File: config.mk
export PLATFORM = sky130hd
export DESIGN_NAME = mscr_config_register
export DESIGN_NICKNAME = d
export VERILOG_FILES = /design/src/pkg/mscr_pkg.sv /design/src/hdl/mscr_config_register.sv
export VERILOG_INCLUDE_DIRS = /design/src /design/src/pkg
export SDC_FILE = /design/constraint.sdc
export NUM_CORES = 1
export LEC_CHECK = 0
export ABC_AREA = 1
export ABC_CLOCK_PERIOD_IN_PS = 1970
export BUFFER_PORTS_ARGS = -buffer_cell sky130_fd_sc_hd__buf_4
export CORE_UTILIZATION = 46
export CTS_BUF_LIST = sky130_fd_sc_hd__clkbuf_16
export DETAILED_ROUTE_END_ITERATION = 12
export PLACE_DENSITY = 0.82
export SLEW_MARGIN = 25
export SYNTH_ARGS = -nofsm -noshare
export SYNTH_HDL_FRONTEND = slang
export SYNTH_SLANG_ARGS = --single-unit
export TNS_END_PERCENT = 5
File: constraint.sdc
create_clock -name clk_sys -period 1.97 [get_ports clk_sys]
set_clock_uncertainty 0.15 [all_clocks]
set_input_delay 0.4925 -clock clk_sys [delete_from_list [all_inputs] [get_ports clk_sys]]
set_output_delay 0.4925 -clock clk_sys [all_outputs]
set_load 0.02 [all_outputs]
File: src/pkg/mscr_params.svh
`ifndef MSCR_PARAMS_SVH
`define MSCR_PARAMS_SVH

// ==========================================================
// configuration word layout
`define MSCR_WORD_BITS        56
`define MSCR_THR_LSB          15
`define MSCR_THR_MSB          22
`define MSCR_PULSE_BIT        23
`define MSCR_STEP_LSB         24
`define MSCR_STEP_MSB         25
`define MSCR_TYPE_LSB         26
`define MSCR_TYPE_MSB         28
`define MSCR_THR_SCALE_SHIFT  3
`define MSCR_WORD_DEFAULT     56'h00000003_0e0000
`define MSCR_TYPE_BYPASS      3'h3
`define MSCR_THR_DEFAULT      8'h1c
`define MSCR_MAG_DEFAULT      11'h0e0
`define MSCR_STEP_DEFAULT     2'h3
`define MSCR_TYPE_DEFAULT     3'h0

// ==========================================================
// serial link constants
`define MSCR_GENCALL_BYTE     8'h00
`define MSCR_TEN_BIT_PREFIX   5'h1e
`define MSCR_WORD_BYTES       3'h7
`define MSCR_BITS_PER_BYTE    4'h8
`define MSCR_DEFAULT_ADDR     10'h301

`endif

File: src/pkg/mscr_pkg.sv
`default_nettype none

package mscr_pkg;

    // ==========================================================
    // receiver states, gray along idle -> address -> data -> skip
    typedef enum logic [2:0] {
        MSCR_IDLE   = 3'h0,
        MSCR_ADR_HI = 3'h1,
        MSCR_ADR_LO = 3'h3,
        MSCR_DATA   = 3'h2,
        MSCR_SKIP   = 3'h6
    } mscr_state_t;

endpackage : mscr_pkg

`default_nettype wire

File: src/hdl/mscr_config_register.sv
// What this block does
// RQ1: The host ignores samples and motion pulses for the settling interval after power-up or a filter change.
// RQ2: The block holds one 56-bit configuration word that governs all programmable operation.
// RQ3: The host writes zero into bits 0 to 14 and 29 to 55, which the block stores but never decodes.
// RQ4: The 8-bit threshold field is taken from word bits 22 (msb) down to 15 (lsb).
// RQ5: Any threshold value 0 to 255 is accepted and the compare magnitude is eight times that value.
// RQ6: The scaled threshold forms symmetric positive and negative limits of a window on the filter output.
// RQ7: Bit 23 enables the motion pulse mode when 1, and it resets to disabled.
// RQ8: Bits 25:24 select the gain step, 01 lowest, 11 middle, 00 highest, with 11 after reset.
// RQ9: Bits 28:26 select the filter type, 000 after reset, and 011 bypasses the filter.
// RQ10: The word follows the address straight away with no sub-address, bit 55 first.
// RQ11: Without any write after power-up the default threshold, step and type are in force.
// RQ12: A write is accepted after a 10-bit address or after a 7-bit general call.
// RQ13: The active word changes only once all 56 bits of a write have arrived.
`include "mscr_params.svh"
`default_nettype none

module mscr_config_register #(
    parameter logic [9:0] DEV_ADDR = `MSCR_DEFAULT_ADDR
) (
    // clock and reset
    input  wire logic         clk_sys,
    input  wire logic         arst_n,
    // serial pins, open drain data
    input  wire logic         scl_in,
    input  wire logic         shared_data_motion_pin_in,
    output logic              shared_data_motion_pin_out,
    output logic              shared_data_motion_pin_oe,
    // filter output samples
    input  wire logic [11:0]  bpf_sample,
    input  wire logic         bpf_valid,
    // decoded configuration
    output logic [55:0]       sensor_configuration_word,
    output logic [7:0]        threshold_level_field,
    output logic [10:0]       threshold_magnitude,
    output logic              motion_pulse_mode_enable,
    output logic [1:0]        filter_gain_step_select,
    output logic [2:0]        filter_type_select,
    output logic              filter_bypass,
    output logic              filter_settings_changed,
    // window comparator result
    output logic              window_exceeded
);

    // ==========================================================
    // pin synchronisers
    logic [2:0] scl_sync;
    logic [2:0] sda_sync;

    // three stages: first two synchronise, third gives edges
    always_ff @(posedge clk_sys or negedge arst_n) begin
        if (!arst_n) begin
            scl_sync <= 3'h7;
            sda_sync <= 3'h7;
        end else begin
            scl_sync <= {scl_sync[1:0], scl_in};
            sda_sync <= {sda_sync[1:0], shared_data_motion_pin_in};
        end
    end

    logic scl_rise;
    logic scl_fall;
    logic start_seen;
    logic stop_seen;

    // bus conditions from stable stages only
    assign scl_rise   = scl_sync[1] & ~scl_sync[2];
    assign scl_fall   = ~scl_sync[1] & scl_sync[2];
    assign start_seen = scl_sync[1] & scl_sync[2] & ~sda_sync[1] & sda_sync[2];
    assign stop_seen  = scl_sync[1] & scl_sync[2] & sda_sync[1] & ~sda_sync[2];

    // ==========================================================
    // bit receiver
    logic [7:0] byte_reg;
    logic [3:0] bit_cnt_reg;

    // ninth clock is the acknowledge slot, nothing shifted then
    always_ff @(posedge clk_sys or negedge arst_n) begin
        if (!arst_n) begin
            byte_reg    <= 8'h00;
            bit_cnt_reg <= 4'h0;
        end else if (start_seen) begin
            bit_cnt_reg <= 4'h0;
        end else if (scl_rise) begin
            if (bit_cnt_reg == `MSCR_BITS_PER_BYTE) begin
                bit_cnt_reg <= 4'h0;
            end else begin
                byte_reg    <= {byte_reg[6:0], sda_sync[1]}; // msb first [RQ10]
                bit_cnt_reg <= bit_cnt_reg + 4'h1;
            end
        end
    end

    logic byte_done;
    assign byte_done = scl_fall && (bit_cnt_reg == `MSCR_BITS_PER_BYTE) && !shared_data_motion_pin_oe;

    // ==========================================================
    // address match and transfer sequencing
    mscr_pkg::mscr_state_t state_reg;
    logic [2:0]            byte_cnt_reg;
    logic [47:0]           collect_reg;
    logic                  ack_next;
    logic                  commit;

    // byte decision, only meaningful while byte_done
    always_comb begin
        ack_next = 1'b0;
        commit   = 1'b0;
        unique case (state_reg)
            mscr_pkg::MSCR_ADR_HI: begin
                ack_next = (byte_reg == `MSCR_GENCALL_BYTE) ||
                           (byte_reg == {`MSCR_TEN_BIT_PREFIX, DEV_ADDR[9:8], 1'b0}); // [RQ12]
            end
            mscr_pkg::MSCR_ADR_LO: begin
                ack_next = (byte_reg == DEV_ADDR[7:0]);
            end
            mscr_pkg::MSCR_DATA: begin
                ack_next = 1'b1;
                commit   = (byte_cnt_reg == (`MSCR_WORD_BYTES - 3'h1)); // last byte [RQ13]
            end
            mscr_pkg::MSCR_IDLE,
            mscr_pkg::MSCR_SKIP: begin
                ack_next = 1'b0;
            end
            default: begin
                ack_next = 1'b0;
            end
        endcase
    end

    // state: no sub-address, data follows address directly
    always_ff @(posedge clk_sys or negedge arst_n) begin
        if (!arst_n) begin
            state_reg    <= mscr_pkg::MSCR_IDLE;
            byte_cnt_reg <= 3'h0;
        end else if (start_seen) begin
            state_reg    <= mscr_pkg::MSCR_ADR_HI;
            byte_cnt_reg <= 3'h0;
        end else if (stop_seen) begin
            state_reg    <= mscr_pkg::MSCR_IDLE;
        end else if (byte_done) begin
            unique case (state_reg)
                mscr_pkg::MSCR_ADR_HI: begin
                    if (!ack_next) begin
                        state_reg <= mscr_pkg::MSCR_SKIP;
                    end else if (byte_reg == `MSCR_GENCALL_BYTE) begin
                        state_reg <= mscr_pkg::MSCR_DATA; // [RQ10]
                    end else begin
                        state_reg <= mscr_pkg::MSCR_ADR_LO;
                    end
                end
                mscr_pkg::MSCR_ADR_LO: begin
                    state_reg <= ack_next ? mscr_pkg::MSCR_DATA : mscr_pkg::MSCR_SKIP; // [RQ12]
                end
                mscr_pkg::MSCR_DATA: begin
                    byte_cnt_reg <= byte_cnt_reg + 3'h1;
                    if (commit) begin
                        state_reg <= mscr_pkg::MSCR_SKIP;
                    end
                end
                mscr_pkg::MSCR_IDLE,
                mscr_pkg::MSCR_SKIP: begin
                    state_reg <= state_reg;
                end
                default: begin
                    state_reg <= mscr_pkg::MSCR_IDLE;
                end
            endcase
        end
    end

    // staging of the first six bytes, bit 55 arrives first
    always_ff @(posedge clk_sys or negedge arst_n) begin
        if (!arst_n) begin
            collect_reg <= 48'h0;
        end else if (byte_done && (state_reg == mscr_pkg::MSCR_DATA)) begin
            collect_reg <= {collect_reg[39:0], byte_reg}; // [RQ10]
        end
    end

    // acknowledge drive, low during the ninth clock only
    always_ff @(posedge clk_sys or negedge arst_n) begin
        if (!arst_n) begin
            shared_data_motion_pin_oe <= 1'b0;
        end else if (start_seen || stop_seen) begin
            shared_data_motion_pin_oe <= 1'b0;
        end else if (byte_done && ack_next) begin
            shared_data_motion_pin_oe <= 1'b1;
        end else if (scl_fall && (bit_cnt_reg == 4'h0)) begin
            shared_data_motion_pin_oe <= 1'b0;
        end
    end

    // data level is always low, the enable decides
    always_ff @(posedge clk_sys or negedge arst_n) begin
        if (!arst_n) begin
            shared_data_motion_pin_out <= 1'b0;
        end else begin
            shared_data_motion_pin_out <= 1'b0;
        end
    end

    // ==========================================================
    // active configuration word
    logic [55:0] word_next;
    assign word_next = {collect_reg, byte_reg};

    // whole word loaded at once, defaults until then
    always_ff @(posedge clk_sys or negedge arst_n) begin
        if (!arst_n) begin
            sensor_configuration_word <= `MSCR_WORD_DEFAULT; // [RQ2] [RQ11]
        end else if (byte_done && commit) begin
            sensor_configuration_word <= word_next; // reserved bits kept, unused [RQ3] [RQ13]
        end
    end

    // field decode, registered so outputs come from flops
    always_ff @(posedge clk_sys or negedge arst_n) begin
        if (!arst_n) begin
            threshold_level_field    <= `MSCR_THR_DEFAULT;
            threshold_magnitude      <= `MSCR_MAG_DEFAULT;
            motion_pulse_mode_enable <= 1'b0;
            filter_gain_step_select  <= `MSCR_STEP_DEFAULT;
            filter_type_select       <= `MSCR_TYPE_DEFAULT;
            filter_bypass            <= 1'b0;
        end else begin
            threshold_level_field    <= sensor_configuration_word[`MSCR_THR_MSB:`MSCR_THR_LSB]; // [RQ4]
            threshold_magnitude      <= {sensor_configuration_word[`MSCR_THR_MSB:`MSCR_THR_LSB],
                                         3'h0}; // times eight [RQ5]
            motion_pulse_mode_enable <= sensor_configuration_word[`MSCR_PULSE_BIT]; // [RQ7]
            filter_gain_step_select  <= sensor_configuration_word[`MSCR_STEP_MSB:`MSCR_STEP_LSB]; // [RQ8]
            filter_type_select       <= sensor_configuration_word[`MSCR_TYPE_MSB:`MSCR_TYPE_LSB]; // [RQ9]
            filter_bypass            <= (sensor_configuration_word[`MSCR_TYPE_MSB:`MSCR_TYPE_LSB]
                                         == `MSCR_TYPE_BYPASS); // [RQ9]
        end
    end

    // pulse when a write alters step or type, start of settling
    always_ff @(posedge clk_sys or negedge arst_n) begin
        if (!arst_n) begin
            filter_settings_changed <= 1'b0;
        end else begin
            filter_settings_changed <= byte_done && commit &&
                (word_next[`MSCR_TYPE_MSB:`MSCR_STEP_LSB] !=
                 sensor_configuration_word[`MSCR_TYPE_MSB:`MSCR_STEP_LSB]); // [RQ1]
        end
    end

    // ==========================================================
    // window comparator on signed filter samples
    logic signed [12:0] sample_ext;
    logic signed [12:0] limit_pos;
    logic signed [12:0] limit_neg;

    assign sample_ext = {bpf_sample[11], bpf_sample};
    assign limit_pos  = {2'h0, threshold_magnitude};
    assign limit_neg  = 13'h0 - limit_pos;

    // outside plus or minus limit flags the sample
    always_ff @(posedge clk_sys or negedge arst_n) begin
        if (!arst_n) begin
            window_exceeded <= 1'b0;
        end else if (bpf_valid) begin
            window_exceeded <= (sample_ext > limit_pos) || (sample_ext < limit_neg); // [RQ6]
        end
    end

endmodule : mscr_config_register

`default_nettype wire

; After elaboration in Yosys (flattened, before gate mapping)
; Index checks and enable logic that the tools add are counted.
[word_totals]
output_inout_bits = 86
reg_bits = 146
inputBits = 17
[classes]
muxes = 20
eq_ne = 13
reduce_logical = 23
order_cmp = 2
bitwise_logic = 13
add_sub_neg = 3
[op_table]
columns = operator, count
row1 = 3-bit two-way mux, 10
row2 = 12-bit greater-than comparator, 1
row3 = 12-bit < comparator, 1
row4 = 4-bit two-way mux, 3
row5 = 3-bit case mux with 4 select lines, 1
row6 = 1-bit by 11-bit subtractor with 12-bit output (first input constant), 1
row7 = 3-bit by 2-bit equality test with 1-bit output (second input constant), 3
row8 = 3-bit AND reduction, 3
row9 = 8-bit by 1-bit equality test with 1-bit output (second input constant), 1
row10 = 8-bit equality test (second input constant), 1
row11 = 8-bit zero test, 1
row12 = 1-bit AND, 7
row13 = 1-bit logical AND, 7
row14 = 3-bit equality test (second input constant), 2
row15 = 1-bit inverter, 6
row16 = 2-bit nonzero test, 3
row17 = 3-bit nonzero test, 2
row18 = 1-bit two-way mux, 5
row19 = 5-bit != test, 1
row20 = 4-bit by 1-bit adder with 4-bit output (second input constant), 1
row21 = 4-bit equality test (second input constant), 1
row22 = 4-bit zero test, 1
row23 = 4-bit != test (second input constant), 1
row24 = 3-bit by 1-bit adder with 3-bit output (second input constant), 1
row25 = other kinds (8), 10

; Depth between registers and ports, before layout
[depth]
word_depth = 8
ltp_mapped = 16

; Worst setup path after synthesis
; OpenSTA, ideal clock, no wires.
[synth_timing]
kind = reg-to-reg
start = register threshold_magnitude[4]
end = register window_exceeded
path_slack_ps = -326
arrival_ps = 2030
setup_time_ps = 116
path_stages_with_launch = 16
required_ps = 1704
synth_period_minus_slack_ps = 2296
path_cell_list = dfrtp_1 > inv_1 > ha_1 > nand3_1 > nor3_1 > nand2_1 > nor2_1 > ha_1 > nand2_1 > inv_1 > a21oi_1 > nand4_1 > nand2_1 > nand2_1 > nand2_1 > nand2_1
[synth_between]
elab_chain_len = 3
word_cells_on_any_way = 4
cone_classes = 1 x add/sub / 2 x order compare / 1 x reduce/logical
[synth_rtl]
columns = item, line
row1 = start: declaration, mscr_config_register.sv:35  ; output logic [10:0] threshold_magnitude,
row2 = start signal: assignment, mscr_config_register.sv:221  ; threshold_magnitude <= `MSCR_MAG_DEFAULT;
row3 = start signal: assignment, mscr_config_register.sv:228  ; threshold_magnitude <= {sensor_configuration_word[`MSCR_THR_MSB:`MSCR_THR_LSB],
row4 = 1-bit by 11-bit subtractor with 12-bit output, mscr_config_register.sv:257  ; assign limit_neg = 13'h0 - limit_pos;
row5 = 12-bit < comparator, mscr_config_register.sv:264  ; window_exceeded <= (sample_ext > limit_pos) || (sample_ext < limit_neg);
row6 = 1-bit logical OR (*), mscr_config_register.sv:264
row7 = end signal: assignment, mscr_config_register.sv:264
row8 = end: declaration, mscr_config_register.sv:42  ; output logic window_exceeded
; Every way passes the cells marked *; elsewhere a longest branch is shown, timed or not.
; A chain may end at the register's enable or synchronous reset.

; Worst setup path after layout
[layout_timing]
start = register threshold_magnitude[3]
end = register window_exceeded
; Same word-level chain as after synthesis.

==> results.md <==
- Buffers on Ports: just under 100
- Final worst-path cycle share: 111%
- Post-synth top area cell: dfrtp_1
- Initial drt markers: around 300
- Register area share after synthesis: around three fifths
- Hold crit path type: input pin to register
- CTS sink cnt: 146
- Area contributors post-synth: dfrtp_1 52%, nand2_1 11%, dfstp_2 6.8%
- Tmin final: 2.19 ns
- Largest register FFs: 56
- Nature of the critical path endpoint: register
- Synth cell count leaders: 175 x nand2_1, 130 x dfrtp_1, 84 x inv_1
- Actual slew at the worst max-slew pin: around 0.50 ns
- Post-synth EDFFs: 0
- Final setup fails: 1
- Outcome: complete, but fails checks
- Final wirelength: 13.6 mm
- RSZ-0062 raised after global routing: true
- Ant diodes: 0
- Worst Path Required: about 2.1 ns
- Vias per Instance: 4.91
- Max-cap violations: 0
- Post-synth top area share: 52.3%
- Worst min-delay path startpoint: scl_in
- Root Buffer: clkbuf_16
- DRC Markers: 0
- Startpoint Class: register
- RR Endpoint: window_exceeded
- Final worst setup slack: -0.224 ns
- Drt wl/cell: 14.0 microns
- Max-slew headroom: 66.5%
- Core box area: 13200 sq um
- Synth Register Bits: around 150
- CTS tree: done
- Syn_area_per_cell: 9.37 sq um
- Synth Instances: 664
- Drt pass-1 iters: 4
- CTS buffer count: 17
- Worst vdd ir: about 0.00082 V
- Num ports: approximately 100
- First-pass GRT wire length: about 21 mm
- Fin area: between 8000 and 9000 sq um
- Final-report hold violation count: 0
- Vias in the first global route: ~4400
- H-tree levels: 4
- Most numerous cell in the Yosys netlist: nand2_1
- Die height: around 120 microns
- Netlist Area Pre-Place: 6220 sq um
- Gpl congestion: about 0.85
- Die width: 118 microns
- Post-synth top flop: dfrtp_1
- DP Cell Count: 927
- DRT antenna net count: 0
- Failing checks: negative setup slack
- FMAX: between 0.4 and 0.5 GHz
- FF-to-FF Start: threshold_magnitude[3]
- Reg2Reg Depth: 15
- Cell variety after synth: 29
- Area Growth Syn to Fin: 28.8%
- Placed cell area: 7210 sq um
- # nets final: 820
- Worst R2R Setup Slack: -0.22 ns
- Clock Path Buffers: 2
- Row count: 42
- Initial antenna violation count: 0
- Leakage: 3.91 nW
- Power Dens Cells: 853 nW/um^2
- Gr ovfl total: 0
- Critical Path Fanout Max: 3
- Die area: 14000 sq um
- Max Slew Vio Count: 0
- Final Non-Filler Cells: 971
- Hold path cells: 1
- Yosys warning total: 0
- Hold path endpoint: scl_sync[0]
- Crit path DAT: 2.35 ns
- Core Util, Final: about three fifths
- Post-detail-place hpwl: around 8.4 mm
- GR Util All Layers: 19.1%
- Largest net degree at the start of global routing: 106
- Starting Density: roughly 47%
- Crit path kind: register to register
- Final setup TNS: -0.224 ns
- Via count: about 4800
- Async S/R FF share, synth: 100%
- Clock slew at reported path FFs: around 0.060 ns
- Layout cell share with drive strength beyond 1: 25.0%
- Worst skew pair latency: just over 0.4 ns
-- routing by layer --
layer,GRT usage [%],part of all wire [%]
met5,0,0
met4,6.17,0.94
met3,5.02,4.7
met2,30.1,48
met1,25.8,46
-- cell usage in the layout, fill, tap and decap left out, types with 4 or more instances in the layout --
cell and instances:
nor3_1 7, a21oi_1 7, conb_1 4, clkbuf_16 20
dfrtp_1 128, nand2_1 174, nand4_1 5, ha_1 19
o21ai_1 41, nor2_1 18, clkinv_4 4, inv_1 82
buf_4 119, clkinv_1 4, xor2_1 8, nand3_1 21
dfstp_2 16, inv_2 4, o21ai_0 71
-- logic make-up after synthesis --
family,synth area share (%)
xor+xnor,1.55
buf+inv,8.79
fa+ha+maj,4.22
compound gates,10.2
simple gates,16.1
other cells,0.0603
flops,59.1
-- worst max-delay path: stages, from the launching register on --
cell     delay, ns
dfrtp_2       0.44
inv_2         0.08
ha_4          0.15
nand3_4       0.08
nor3_4        0.16
nand2_1       0.08
nor2_1        0.09
ha_1          0.27
nand2_2       0.10
inv_1         0.05
a21oi_2       0.15
nand4_1       0.09
nand2_1       0.07
nand2_1       0.04
nand2_1       0.05
nand2_1       0.04
-- per-stage QoR --
step / hold WS [ns] / setup WS (ns) / power (mW)
after CTS: 0.0211 / -0.189 / 6.84
after detailed placement: 0.197 / -0.281 / 3.76
after global routing: 0.0195 / -0.422 / 7.13
final: 0.0364 / -0.224 / 6.83
after floorplan: 0.0469 / -0.193 / 3.57
after global placement: 0.196 / -0.204 / 3.74
-- final cells by class --
| class | instances | area (sq um) |
|---|---|---|
| inverter | 86 | 330 |
| tap | 176 | 220 |
| clock buffer | 17 | 425 |
| timing repair buffer | 130 | 1100 |
| fill | 1111 | 5180 |
| clock inverter | 15 | 144 |
| sequential | 146 | 3680 |
| multi-input combinational | 401 | 2110 |
-- how the worst max path moves through the flow --
| stage | end | depth (start not counted) | startpoint | slack, ns |
|---|---|---|---|---|
| after floorplan | window_exceeded | 15 | threshold_magnitude[4] | -0.19 |
| after global placement | window_exceeded | 14 | threshold_magnitude[4] | -0.20 |
| after detailed placement | window_exceeded | 16 | threshold_magnitude[4] | -0.28 |
| after CTS | window_exceeded | 15 | threshold_magnitude[3] | -0.19 |
| after global routing | window_exceeded | 14 | threshold_magnitude[4] | -0.42 |
| final | window_exceeded | 15 | threshold_magnitude[3] | -0.22 |
-- power breakdown --
group / internal (mW) / switching (mW) / total, mW / leakage [nW]
clock: 1.85 / 1.22 / 3.07 / 0.283
combinational: 0.210 / 0.346 / 0.556 / 1.67
sequential: 3.11 / 0.101 / 3.21 / 1.96
-- timing repair --
action / in CTS / in global routing
buffers inserted: 3 / 3
setup endpoints to repair: 14 / 66
gates resized for setup: 6 / 14
hold buffers: 1 / 0
endpoints found under the hold margin: 30 / 0
pin swaps: 8 / 2
cloned: 0 / 5
No activity file was read; power rests on OpenSTA's default activity.
